===== config.mk =====
export PLATFORM = sky130hd
export DESIGN_NAME = sat_regs
export DESIGN_NICKNAME = d
export VERILOG_FILES = /design/src/sat_mem.v /design/src/sat_regs.v
export VERILOG_INCLUDE_DIRS = /design/src /design/src/src
export SDC_FILE = /design/constraint.sdc
export NUM_CORES = 2
export LEC_CHECK = 0
export ABC_AREA = 1
export BUFFER_PORTS_ARGS = -buffer_cell sky130_fd_sc_hd__buf_4
export CAP_MARGIN = 10
export CORE_UTILIZATION = 30
export DETAILED_ROUTE_END_ITERATION = 6
export GPL_ROUTABILITY_DRIVEN = 0
export GPL_TIMING_DRIVEN = 0
export PLACE_DENSITY = 0.55
export SETUP_SLACK_MARGIN = 0.4
export SYNTH_ARGS = -nofsm -noshare
export SYNTH_HDL_FRONTEND = slang
export SYNTH_SLANG_ARGS = --single-unit

===== constraint.sdc =====
create_clock -name core_clk_i -period 69.1 [get_ports core_clk_i]
set_clock_uncertainty 0.1 [all_clocks]
set_input_delay 6.91 -clock core_clk_i [delete_from_list [all_inputs] [get_ports core_clk_i]]
set_output_delay 6.91 -clock core_clk_i [all_outputs]
set_load 0.02 [all_outputs]

===== src/sat_map.vh =====
// register indices, field positions, reset values and counts of the aux-bit register bank
`ifndef SAT_MAP_VH
`define SAT_MAP_VH

// ****************************************************************
// register indices (byte address is four times the index)
// ****************************************************************
`define SAT_IDX_PWR_CTRL      16'hf051
`define SAT_IDX_RX_READY      16'hf60f
`define SAT_IDX_RX_UD_RIGHT   16'hf640
`define SAT_IDX_RX_VB_LEFT    16'hf650
`define SAT_IDX_RX_VB_RIGHT   16'hf660
`define SAT_IDX_RX_PB_LEFT    16'hf670
`define SAT_IDX_RX_PB_RIGHT   16'hf680
`define SAT_IDX_TX_EN         16'hf690
`define SAT_IDX_TX_CTRL       16'hf691
`define SAT_IDX_TX_AUX_SRC    16'hf69f
`define SAT_IDX_TX_CS_LEFT    16'hf6a0

// ****************************************************************
// store groups: 12 words of 16 bits carry 192 frames
// ****************************************************************
`define SAT_GRP_WORDS         4'hc
`define SAT_LAST_WORD         4'hb
`define SAT_BLOCK_FRAMES      8'hc0
`define SAT_LAST_FRAME        8'hbf
`define SAT_RX_LANES          5
`define SAT_GRP_TX_CS         3'h5
`define SAT_GRP_NONE          3'h7

// ****************************************************************
// field positions and codes
// ****************************************************************
`define SAT_TX_EN_BIT         0
`define SAT_AUX_SRC_BIT       0
`define SAT_READY_BIT         0
`define SAT_PWR_TX_BIT        2
`define SAT_LEN_LSB           0
`define SAT_LEN_24            2'h0
`define SAT_LEN_20            2'h1
`define SAT_LEN_16            2'h2
`define SAT_LEN_AUTO          2'h3

// ****************************************************************
// reset values
// ****************************************************************
`define SAT_RST_WORD          16'h0000
`define SAT_RST_PWR_CTRL      16'h0004

`endif


===== src/sat_mem.v =====
// word store with registered read data and clear on reset
`timescale 1ns/1ps
module sat_mem #(
    parameter WIDTH = 16,
    parameter DEPTH = 72,
    parameter AW = 7
) (
    input wire core_clk_i,
    input wire rst_i,
    input wire we_i,
    input wire [AW-1:0] addr_i,
    input wire [WIDTH-1:0] wdata_i,
    output reg [WIDTH-1:0] rdata_o
);
    reg [WIDTH-1:0] mem_q [0:DEPTH-1];
    integer i;

    // read-first: a write and a read of one word return the old value
    always @(posedge core_clk_i or posedge rst_i) begin
        if (rst_i) begin
            for (i = 0; i < DEPTH; i = i + 1) begin
                mem_q[i] <= {WIDTH{1'b0}};
            end
            rdata_o <= {WIDTH{1'b0}};
        end else begin
            rdata_o <= mem_q[addr_i];
            if (we_i) begin
                mem_q[addr_i] <= wdata_i;
            end
        end
    end
endmodule // sat_mem


===== src/sat_regs.v =====
// register bank for receiver aux-bit stores and transmitter control
//
// Contract
// (RULE1) right user bits held in 12 words
// (RULE2) validity bits per channel, left then right
// (RULE3) parity bits per channel, left then right
// (RULE4) receive stores read-only, zero after reset
// (RULE5) disabled transmitter keeps sending zero audio
// (RULE6) enable bit 0, reset 0
// (RULE7) only power-gate bit powers transmitter down
// (RULE8) max 24 bits, drop surplus low bits
// (RULE9) length codes 00=24, 01=20, 10=16
// (RULE10) code 11 takes length from receiver
// (RULE11) aux source: 0 registers, 1 receiver
// (RULE12) register mode takes aux bits from stores
// (RULE13) software fills left status words, source 0
// (RULE14) ready flag rises after all 192 frames
// (RULE15) word bit order follows ascending frame order
`timescale 1ns/1ps
`include "sat_map.vh"
module sat_regs #(
    parameter AUDIO_W = 24,
    parameter MEM_DEPTH = 72
) (
    input wire core_clk_i,
    input wire rst_i,
    input wire psel_i,
    input wire penable_i,
    input wire pwrite_i,
    input wire [17:0] paddr_i,
    input wire [31:0] pwdata_i,
    output wire [31:0] prdata_o,
    output wire pready_o,
    output wire pslverr_o,
    input wire rx_block_start_i,
    input wire rx_frame_i,
    input wire rx_user_right_i,
    input wire rx_valid_left_i,
    input wire rx_valid_right_i,
    input wire rx_parity_left_i,
    input wire rx_parity_right_i,
    input wire rx_cs_left_i,
    input wire [1:0] rx_cs_len_i,
    input wire tx_audio_load_i,
    input wire [AUDIO_W-1:0] tx_audio_i,
    output reg [AUDIO_W-1:0] tx_audio_o,
    input wire tx_cs_req_i,
    input wire [7:0] tx_frame_idx_i,
    output reg tx_cs_bit_o,
    output reg tx_cs_ack_o,
    output wire tx_output_on_o,
    output wire tx_aux_from_rx_o,
    output wire transmitter_power_gate_o,
    output wire rx_block_complete_flag_o
);
    localparam LANES = `SAT_RX_LANES;
    localparam SEQ_IDLE = 3'h0;
    localparam SEQ_LAST = 3'h5;

    // ****************************************************************
    // decode helpers
    // ****************************************************************
    function [2:0] grp_of;
        input [15:0] idx;
        begin
            case (idx[15:4])
                `SAT_IDX_RX_UD_RIGHT >> 4: grp_of = 3'h0;
                `SAT_IDX_RX_VB_LEFT >> 4: grp_of = 3'h1;
                `SAT_IDX_RX_VB_RIGHT >> 4: grp_of = 3'h2;
                `SAT_IDX_RX_PB_LEFT >> 4: grp_of = 3'h3;
                `SAT_IDX_RX_PB_RIGHT >> 4: grp_of = 3'h4;
                `SAT_IDX_TX_CS_LEFT >> 4: grp_of = `SAT_GRP_TX_CS;
                default: grp_of = `SAT_GRP_NONE;
            endcase
            if (idx[3:0] >= `SAT_GRP_WORDS) begin
                grp_of = `SAT_GRP_NONE;
            end
        end
    endfunction

    // store address = group * 12 + word
    function [6:0] mem_addr;
        input [2:0] grp;
        input [3:0] word;
        begin
            mem_addr = {1'b0, grp, 3'b000} + {2'b00, grp, 2'b00} + {3'b000, word};
        end
    endfunction

    function [AUDIO_W-1:0] len_mask;
        input [1:0] code;
        begin
            case (code)
                `SAT_LEN_20: len_mask = {{(AUDIO_W-4){1'b1}}, 4'h0};
                `SAT_LEN_16: len_mask = {{(AUDIO_W-8){1'b1}}, 8'h00};
                default: len_mask = {AUDIO_W{1'b1}};
            endcase
        end
    endfunction

    // ****************************************************************
    // control registers
    // ****************************************************************
    reg tx_en_q;
    reg [1:0] len_sel_q;
    reg aux_src_q;
    reg [15:0] pwr_ctrl_q;
    reg ready_q;
    reg rd_wait_q;
    reg [2:0] seq_cnt_q;
    reg tx_pend_q;
    reg tx_rd_q;
    reg [7:0] tx_idx_q;
    reg [7:0] frame_cnt_q;
    reg [3:0] hold_word_q;
    reg [LANES*16-1:0] acc_q;
    reg [LANES*16-1:0] hold_q;
    wire [15:0] mem_rdata;
    wire [15:0] bus_idx = paddr_i[17:2];
    wire [2:0] bus_grp = grp_of(bus_idx);
    wire access = psel_i & penable_i;
    wire mem_hit = (bus_grp != `SAT_GRP_NONE);
    wire seq_busy = (seq_cnt_q != SEQ_IDLE);
    wire tx_go = tx_pend_q & ~seq_busy;
    wire apb_mem_go = access & mem_hit & ~rd_wait_q & ~seq_busy & ~tx_pend_q;
    reg reg_hit;
    reg [15:0] reg_val;

    always @* begin
        reg_hit = 1'b1;
        reg_val = `SAT_RST_WORD;
        case (bus_idx)
            `SAT_IDX_TX_EN: reg_val[`SAT_TX_EN_BIT] = tx_en_q;
            `SAT_IDX_TX_CTRL: reg_val[`SAT_LEN_LSB +: 2] = len_sel_q;
            `SAT_IDX_TX_AUX_SRC: reg_val[`SAT_AUX_SRC_BIT] = aux_src_q;
            `SAT_IDX_PWR_CTRL: reg_val = pwr_ctrl_q;
            `SAT_IDX_RX_READY: reg_val[`SAT_READY_BIT] = ready_q;
            default: reg_hit = 1'b0;
        endcase
    end

    // ****************************************************************
    // apb answer
    // ****************************************************************
    // store reads answer one cycle later because the read data is registered
    assign pready_o = access & (~mem_hit | rd_wait_q | (apb_mem_go & pwrite_i));
    assign pslverr_o = pready_o & ~mem_hit & ~reg_hit;
    assign prdata_o = rd_wait_q ? {16'h0000, mem_rdata} : {16'h0000, reg_val};

    always @(posedge core_clk_i or posedge rst_i) begin
        if (rst_i) begin
            tx_en_q <= 1'b0;
            len_sel_q <= `SAT_LEN_24;
            aux_src_q <= 1'b0;
            pwr_ctrl_q <= `SAT_RST_PWR_CTRL;
            rd_wait_q <= 1'b0;
        end else begin
            rd_wait_q <= apb_mem_go & ~pwrite_i;
            if (access & pwrite_i & ~mem_hit) begin
                case (bus_idx)
                    `SAT_IDX_TX_EN: tx_en_q <= pwdata_i[`SAT_TX_EN_BIT]; // RULE6
                    `SAT_IDX_TX_CTRL: len_sel_q <= pwdata_i[`SAT_LEN_LSB +: 2]; // RULE9
                    `SAT_IDX_TX_AUX_SRC: aux_src_q <= pwdata_i[`SAT_AUX_SRC_BIT]; // RULE11
                    `SAT_IDX_PWR_CTRL: pwr_ctrl_q <= pwdata_i[15:0];
                    default: pwr_ctrl_q <= pwr_ctrl_q;
                endcase
            end
        end
    end

    // ****************************************************************
    // transmitter control outputs
    // ****************************************************************
    assign tx_output_on_o = tx_en_q;
    // enable does not gate power; only the power bit does
    assign transmitter_power_gate_o = pwr_ctrl_q[`SAT_PWR_TX_BIT]; // RULE7
    assign tx_aux_from_rx_o = aux_src_q; // RULE11

    wire [1:0] eff_len = (len_sel_q == `SAT_LEN_AUTO) ? rx_cs_len_i : len_sel_q; // RULE10
    wire [AUDIO_W-1:0] audio_mask = len_mask(eff_len); // RULE8 RULE9

    always @(posedge core_clk_i or posedge rst_i) begin
        if (rst_i) begin
            tx_audio_o <= {AUDIO_W{1'b0}};
        end else if (~tx_en_q) begin
            tx_audio_o <= {AUDIO_W{1'b0}}; // RULE5
        end else if (tx_audio_load_i) begin
            tx_audio_o <= tx_audio_i & audio_mask; // RULE8
        end
    end

    // ****************************************************************
    // receive collection
    // ****************************************************************
    wire [LANES-1:0] rx_bits = {rx_parity_right_i, rx_parity_left_i, rx_valid_right_i,
                                rx_valid_left_i, rx_user_right_i};
    wire [7:0] cur_frame = rx_block_start_i ? 8'h00 : frame_cnt_q;
    wire frame_take = rx_frame_i & (cur_frame < `SAT_BLOCK_FRAMES);
    wire word_done = frame_take & (cur_frame[3:0] == 4'hf);

    genvar l;
    generate
        for (l = 0; l < LANES; l = l + 1) begin : g_lane
            wire [15:0] acc_now = acc_q[l*16 +: 16];
            reg [15:0] acc_d;
            always @* begin
                acc_d = acc_now;
                acc_d[cur_frame[3:0]] = rx_bits[l]; // RULE15
            end
            always @(posedge core_clk_i or posedge rst_i) begin
                if (rst_i) begin
                    acc_q[l*16 +: 16] <= `SAT_RST_WORD;
                    hold_q[l*16 +: 16] <= `SAT_RST_WORD;
                end else if (frame_take) begin
                    acc_q[l*16 +: 16] <= acc_d;
                    if (word_done) begin
                        hold_q[l*16 +: 16] <= acc_d;
                    end
                end
            end
        end
    endgenerate

    always @(posedge core_clk_i or posedge rst_i) begin
        if (rst_i) begin
            frame_cnt_q <= 8'h00;
            hold_word_q <= 4'h0;
            seq_cnt_q <= SEQ_IDLE;
            ready_q <= 1'b0;
        end else begin
            if (frame_take) begin
                frame_cnt_q <= cur_frame + 8'h01;
            end else if (rx_block_start_i) begin
                frame_cnt_q <= 8'h00;
            end
            if (word_done) begin
                hold_word_q <= cur_frame[7:4];
                seq_cnt_q <= 3'h1;
            end else if (seq_cnt_q == SEQ_LAST) begin
                seq_cnt_q <= SEQ_IDLE;
            end else if (seq_busy) begin
                seq_cnt_q <= seq_cnt_q + 3'h1;
            end
            // set wins over the clear of a new block
            if (seq_cnt_q == SEQ_LAST && hold_word_q == `SAT_LAST_WORD) begin
                ready_q <= 1'b1; // RULE14
            end else if (rx_block_start_i) begin
                ready_q <= 1'b0;
            end
        end
    end
    assign rx_block_complete_flag_o = ready_q;

    // ****************************************************************
    // store port: sequencer, then transmitter lookup, then bus
    // ****************************************************************
    reg mem_we;
    reg [6:0] mem_addr_sel;
    reg [15:0] mem_wdata;
    wire [2:0] seq_lane = seq_cnt_q - 3'h1;

    always @* begin
        mem_we = 1'b0;
        mem_addr_sel = 7'h00;
        mem_wdata = `SAT_RST_WORD;
        if (seq_busy) begin
            mem_we = 1'b1; // RULE1 RULE2 RULE3
            mem_addr_sel = mem_addr(seq_lane, hold_word_q);
            mem_wdata = hold_q[seq_lane*16 +: 16];
        end else if (tx_go) begin
            mem_addr_sel = mem_addr(`SAT_GRP_TX_CS, tx_idx_q[7:4]); // RULE12
        end else if (apb_mem_go) begin
            mem_addr_sel = mem_addr(bus_grp, bus_idx[3:0]);
            // receive groups ignore bus writes
            mem_we = pwrite_i & (bus_grp == `SAT_GRP_TX_CS); // RULE4 RULE13
            mem_wdata = pwdata_i[15:0];
        end
    end

    sat_mem #(
        .WIDTH(16),
        .DEPTH(MEM_DEPTH),
        .AW(7)
    ) u_store (
        .core_clk_i(core_clk_i),
        .rst_i(rst_i),
        .we_i(mem_we),
        .addr_i(mem_addr_sel),
        .wdata_i(mem_wdata),
        .rdata_o(mem_rdata)
    ); // RULE4

    // ****************************************************************
    // transmitter status-bit lookup
    // ****************************************************************
    always @(posedge core_clk_i or posedge rst_i) begin
        if (rst_i) begin
            tx_pend_q <= 1'b0;
            tx_rd_q <= 1'b0;
            tx_idx_q <= 8'h00;
            tx_cs_bit_o <= 1'b0;
            tx_cs_ack_o <= 1'b0;
        end else begin
            tx_rd_q <= tx_go;
            tx_cs_ack_o <= tx_rd_q;
            if (tx_cs_req_i) begin
                tx_pend_q <= 1'b1;
                tx_idx_q <= tx_frame_idx_i;
            end else if (tx_go) begin
                tx_pend_q <= 1'b0;
            end
            // receiver copy bypasses the store data, though the lookup still waits for and takes its store read slot
            if (tx_rd_q) begin
                tx_cs_bit_o <= aux_src_q ? rx_cs_left_i : mem_rdata[tx_idx_q[3:0]]; // RULE11 RULE12
            end
        end
    end
endmodule // sat_regs


### After elaboration in Yosys (flattened, before gate mapping)

Index checks and enable logic that the tools add are counted.

| operators by class | value |
|---|---|
| bitwise logic cells | 26 |
| reductions and logical operators | 13 |
| add/subtract/negate cells | 8 |
| shift operators | 1 |
| $lt $le $gt $ge | 7 |
| equal/unequal tests | 20 |
| muxes and demuxes | 45 |

Operator list:

| operator | count |
|---|---|
| $bwmux W1152 | 1 |
| $bmux W16 S7 | 1 |
| $demux W16 S7 | 1 |
| $mux W16 | 7 |
| $bwmux W16 | 5 |
| $eq A16 B16 Y1 const B | 5 |
| $shiftx A80 B8 Y16 | 1 |
| $eq A12 B12 Y1 const B | 6 |
| $mux W24 | 2 |
| $and A24 B24 Y24 | 1 |
| $mux W7 | 3 |
| $pmux W3 S6 | 1 |
| $and A1 B1 Y1 | 16 |
| $mux W8 | 2 |
| $pmux W8 S2 | 1 |
| $add A6 B5 Y7 | 2 |
| $add A7 B4 Y7 | 2 |
| $mux W14 | 1 |
| $mux W3 | 4 |
| $mux W1 | 11 |
| $lt A4 B5 Y1 const B | 2 |
| $reduce_and A2 Y1 | 5 |
| $add A8 B1 Y8 const B | 1 |
| $eq A4 B4 Y1 const B | 2 |
| other kinds (25) | 37 |

| storage, ports and cells | value |
|---|---|
| output and inout port bits | 64 |
| word-level logic and storage cells | 218 |
| flip-flop bits (word level) | 1401 |
| input port bits | 99 |

### Longest topological paths before layout

| depth | value |
|---|---|
| depth in word-level cells | 17 |
| mapped depth | 26 |
| mapped depth without buffers | 23 |

### Hierarchy

From an unflattened synthesis, not the netlist that was laid out.

| second synthesis, totals | value |
|---|---|
| cell total of the unflattened synthesis | 8613 |
| area, all modules | 65943.2 um^2 |

Modules (own cells, without submodules):

| module | seq. area each (um^2) | cells an instance | area each (um^2) | times used |
|---|---|---|---|---|
| sat_mem | 29228.0 | 7177 | 54318.3 | 1 |
| sat_regs | 5706.7 | 1436 | 11624.9 | 1 |

### Worst setup path before layout

No wires, ideal clock.

| timing path | value |
|---|---|
| kind | input port to output port |
| start point | in paddr_i[10] |
| end point | out pslverr_o |
| data required time | 62090 ps |
| stages | 10 |
| path buffers | 1 |
| setup slack | 53491 ps |
| arrival | 8599 ps |
| cell sequence | nor2_1 -> nand2_1 -> nor2_4 -> nand3_2 -> nand2_2 -> nand3_2 -> clkbuf_1 -> nor2_1 -> o21ai_0 -> nor4_1 |

| between the ends | value |
|---|---|
| longest elaborated chain between the ends | 13 |
| elaborated cells between the ends (all ways) | 28 |
| those cells by class | eq/ne (12); mux (3); bitwise (12); reduce/logical (1) |

Ends and longest elaborated chain:

| item | RTL line | text |
|---|---|---|
| from (decl) | sat_regs.v:30 | `input wire [17:0] paddr_i,` |
| $eq A12 B12 Y1 | sat_regs.v:66 | `case (idx[15:4])` |
| $pmux W3 S6 | sat_regs.v:66 |  |
| $mux W3 | sat_regs.v:75 | `` if (idx[3:0] >= `SAT_GRP_WORDS) begin `` |
| $ne A3 B3 Y1 (no line) | -- |  |
| $and A1 B1 Y1 (4 in series) | sat_regs.v:125 | `wire apb_mem_go = access & mem_hit & ~rd_wait_q & ~seq_busy & ~tx_pend_q;` |
| $and A1 B1 Y1 | sat_regs.v:146 | `assign pready_o = access & (~mem_hit \| rd_wait_q \| (apb_mem_go & pwrite_i));` |
| $or A1 B1 Y1 | sat_regs.v:146 |  |
| $and A1 B1 Y1 | sat_regs.v:146 |  |
| $and A1 B1 Y1 | sat_regs.v:147 | `assign pslverr_o = pready_o & ~mem_hit & ~reg_hit;` |
| $and A1 B1 Y1 (*) | sat_regs.v:147 |  |
| to (decl) | sat_regs.v:34 | `output wire pslverr_o,` |

Mark *: on every way between the ends. The rest lies on a longest branch, timed or not.

### Worst setup path in the final report

| timing path | value |
|---|---|
| start point | in paddr_i[5] |
| end point | out prdata_o[1] |

| between the ends | value |
|---|---|
| longest elaborated chain between the ends | 3 |
| elaborated cells between the ends (all ways) | 4 |
| those cells by class | eq/ne (2); mux (2) |

Ends and longest elaborated chain:

| item | RTL line | text |
|---|---|---|
| $eq A16 B16 Y1 | sat_regs.v:132 | `case (bus_idx)` |
| $pmux W1 S2 (*) | sat_regs.v:132 |  |
| $mux W16 (*) | sat_regs.v:148 | `assign prdata_o = rd_wait_q ? {16'h0000, mem_rdata} : {16'h0000, reg_val};` |
| to (decl) | sat_regs.v:32 | `output wire [31:0] prdata_o,` |

Marks and branches as above.

==> qor.yml <==
status: "complete, but fails checks"
violations: "design-rule violations, max-capacitance violations, max-slew violations"
min_from: "tx_rd_q$_DFF_PP0_"
grt_overflow_total: 0
min_period_ns: 16.49
peakVddDrop_v: 0.0000590
rrSetupSlack_ns: 61.41
rsz0062_at_grt: "no"
portBuffers: 127
postCtsSetupBuffers: 0
grt_pass1_wl_mm: 425
netlist_area_mm2: 0.0660
antenna_found_initial: 26
area_delta_synth_final_pct: 16.0
synth_ff_type: "dfrtp_1"
vias: 64500
p_leak_nw: 37.3
nets: 9131
grt_max_degree: 135
worstRegToRegCells: 22
drcViolationCount: 20
mostFrequentLayoutCells: "3796 x nand2_1, 1395 x dfrtp_1, 1242 x o21ai_0"
hold_buffers: 0
cts_buffers: 160
async_reset_ff_share_pct: 100
r2r-start: "seq_cnt_q[0]$_DFFE_PP0P_"
startpoint_type: "primary input"
io-pin-count: 163
post-route-period-util_pct: 23.9
finalSetupViolCount: 0
clk_pin_slew_ns: 0.06
clock_path_buffers: 3
synthCells: 8680
detail_route.wl_per_cell_um: 24.7
ys_seq_elements: 1396
vias_per_cell: 5.38
cp_max_fo: 10
hold_depth: 0
drt_iter0_markers: 10000
drtAntennaViolNets: 0
hp-class: "flop to flop"
core_area_mm2: 0.218
cp-end-kind: "output port"
htreeDepth: 4
maxSlewHeadroom_pct: -0.354
die_area_mm2: 0.222
tns_ns: 0
track_usage_pct: 26.2
drtPass1Iterations: 7
hold_viol: 0
holdPathEnd: "tx_cs_ack_o$_DFF_PP0_"
die_h_um: 471
worst_pin_slew_ns: 1.50
synth_cell_type_count: 47
postSynthAreaPerCell_um2: 7.61
hpwl_mm: 214
rows: 171
cts_tree: "built"
drv_cap: 1
path_class: "primary input to output port"
crit_arrival_ns: 9.48
cts_resized: 0
clk_latency_ns: 0.84
slew_viol_final: 8
place_inst: 11700
synth-edff-count: 0
clock-sinks: 1396
clockRootBuffer: "clkbuf_16"
timing.rr.end: "u_store.rdata_o[15]$_DFF_PP0_"
layout_commonest_cell: "nand2_1"
fmax_mhz: 60.6
yosys_warnings: 0
drive_gt1_share_pct: 6.79
cp.required_ns: 62.09
grt_pass1_vias: 60200
power_density_mw_per_mm2: 55.4
layout.cells.non_filler: 12000
wl_mm: 296
initial_core_util_pct: 30.3
p_total_w: 0.00424
die_w_um: 471
ys_seq_area_share_pct: 52.9
==> cell type report <==
class	count	area (um2)
Buffer	671	2760
Clock inverter	50	696
Multi-Input combinational cell	6291	27100
Clock buffer	236	4760
Sequential cell	1396	34900
Tap cell	2854	3570
Antenna cell	12	30.0
Inverter	337	1270
Timing Repair Buffer	151	1440
Fill cell	22900	141000
==> flip-flops by register name (all words and copies together), names as in the netlist, 3 cells and up <==
signal           flops
frame_cnt_q          8
g_lane.acc_now      75
hold_q              80
hold_word_q          4
pwr_ctrl_q          16
seq_cnt_q            3
tx_audio_o          24
tx_idx_q             8
u_store.mem_q     1152
u_store.rdata_o     16
==> critical path, stage by stage <==
cell and delay, ns:
buf_4 0.12, nor4_1 0.50, and3_1 0.32, clkbuf_1 0.64
a221oi_1 0.19, a21oi_1 0.52, buf_4 0.27
==> worst max-delay path by stage <==
stage                     startpoint                        endpoint  slack, ns  cells past startpoint
after floorplan                rst_i        frame_cnt_q[0]$_DFF_PP0_      22.73                      1
final                     paddr_i[5]                     prdata_o[1]      52.61                      7
after detailed placement  paddr_i[5]                     prdata_o[1]      52.68                      7
after global placement         rst_i  u_store.mem_q[966]$_DFFE_PP0P_       7.00                      2
after CTS                 paddr_i[5]                     prdata_o[1]      52.68                      7
after global routing      paddr_i[5]                     prdata_o[1]      52.58                      7
==> where the power goes <==
| part | switching (W) | internal (W) | total [W] |
|---|---|---|---|
| logic | 0.00182 | 0.000380 | 0.00220 |
| clock network | 0.000372 | 0.000523 | 0.000895 |
| registers | 0.000120 | 0.00103 | 0.00115 |
| total | 0.00232 | 0.00193 | 0.00424 |
==> per-stage QoR <==
stage | hold WS [ns] | util (%) | cell area, um2 | setup slack (ns)
floorplan | 0.269 | - | 66100 | 22.73
global placement | 0.306 | 32.4 | 70600 | 7.00
detailed placement | 0.302 | 32.6 | 71000 | 52.68
CTS | 0.320 | 35.1 | 76500 | 52.68
global route | 0.343 | 35.1 | 76600 | 52.58
finish | 0.313 | 35.1 | 76600 | 52.61
==> logic make-up after synthesis <==
logic type	Yosys count	share of synthesized area [%]
AO/OA/AOI/OAI	1760	13.7
XOR/XNOR	9	0.119
adder cells (fa/ha/maj)	24	0.489
buffers and inverters	1008	6.10
flip-flops	1396	52.9
other	1	0.00568
AND/OR/NAND/NOR	4482	26.7
==> layer usage <==
layer	vias up	global-route usage (%)	routed length (um)
li1	28400	-	-
met2	3898	36.9	121000
met4	16	14.2	18500
met5	-	0.562	244
met1	31300	34.9	120000
met3	868	8.93	36300
==> cells in the mapped netlist (16+ instances only) <==
master / instances / area share, %
a21oi_1: 217 / 1.6
nand2_1: 3796 / 22
buf_4: 20 / 0.23
nand3_1: 368 / 2.8
inv_1: 323 / 1.8
nor2_2: 17 / 0.16
nor2_1: 234 / 1.3
dfrtp_1: 1395 / 53
o32ai_1: 16 / 0.21
clkbuf_1: 492 / 2.8
buf_1: 30 / 0.17
ha_1: 21 / 0.40
buf_2: 128 / 0.97
o211ai_1: 20 / 0.23
o21ai_0: 1243 / 9.4
o22ai_1: 76 / 0.72
o21ai_1: 179 / 1.4
Note: power is estimated with default switching activity, not from simulation.
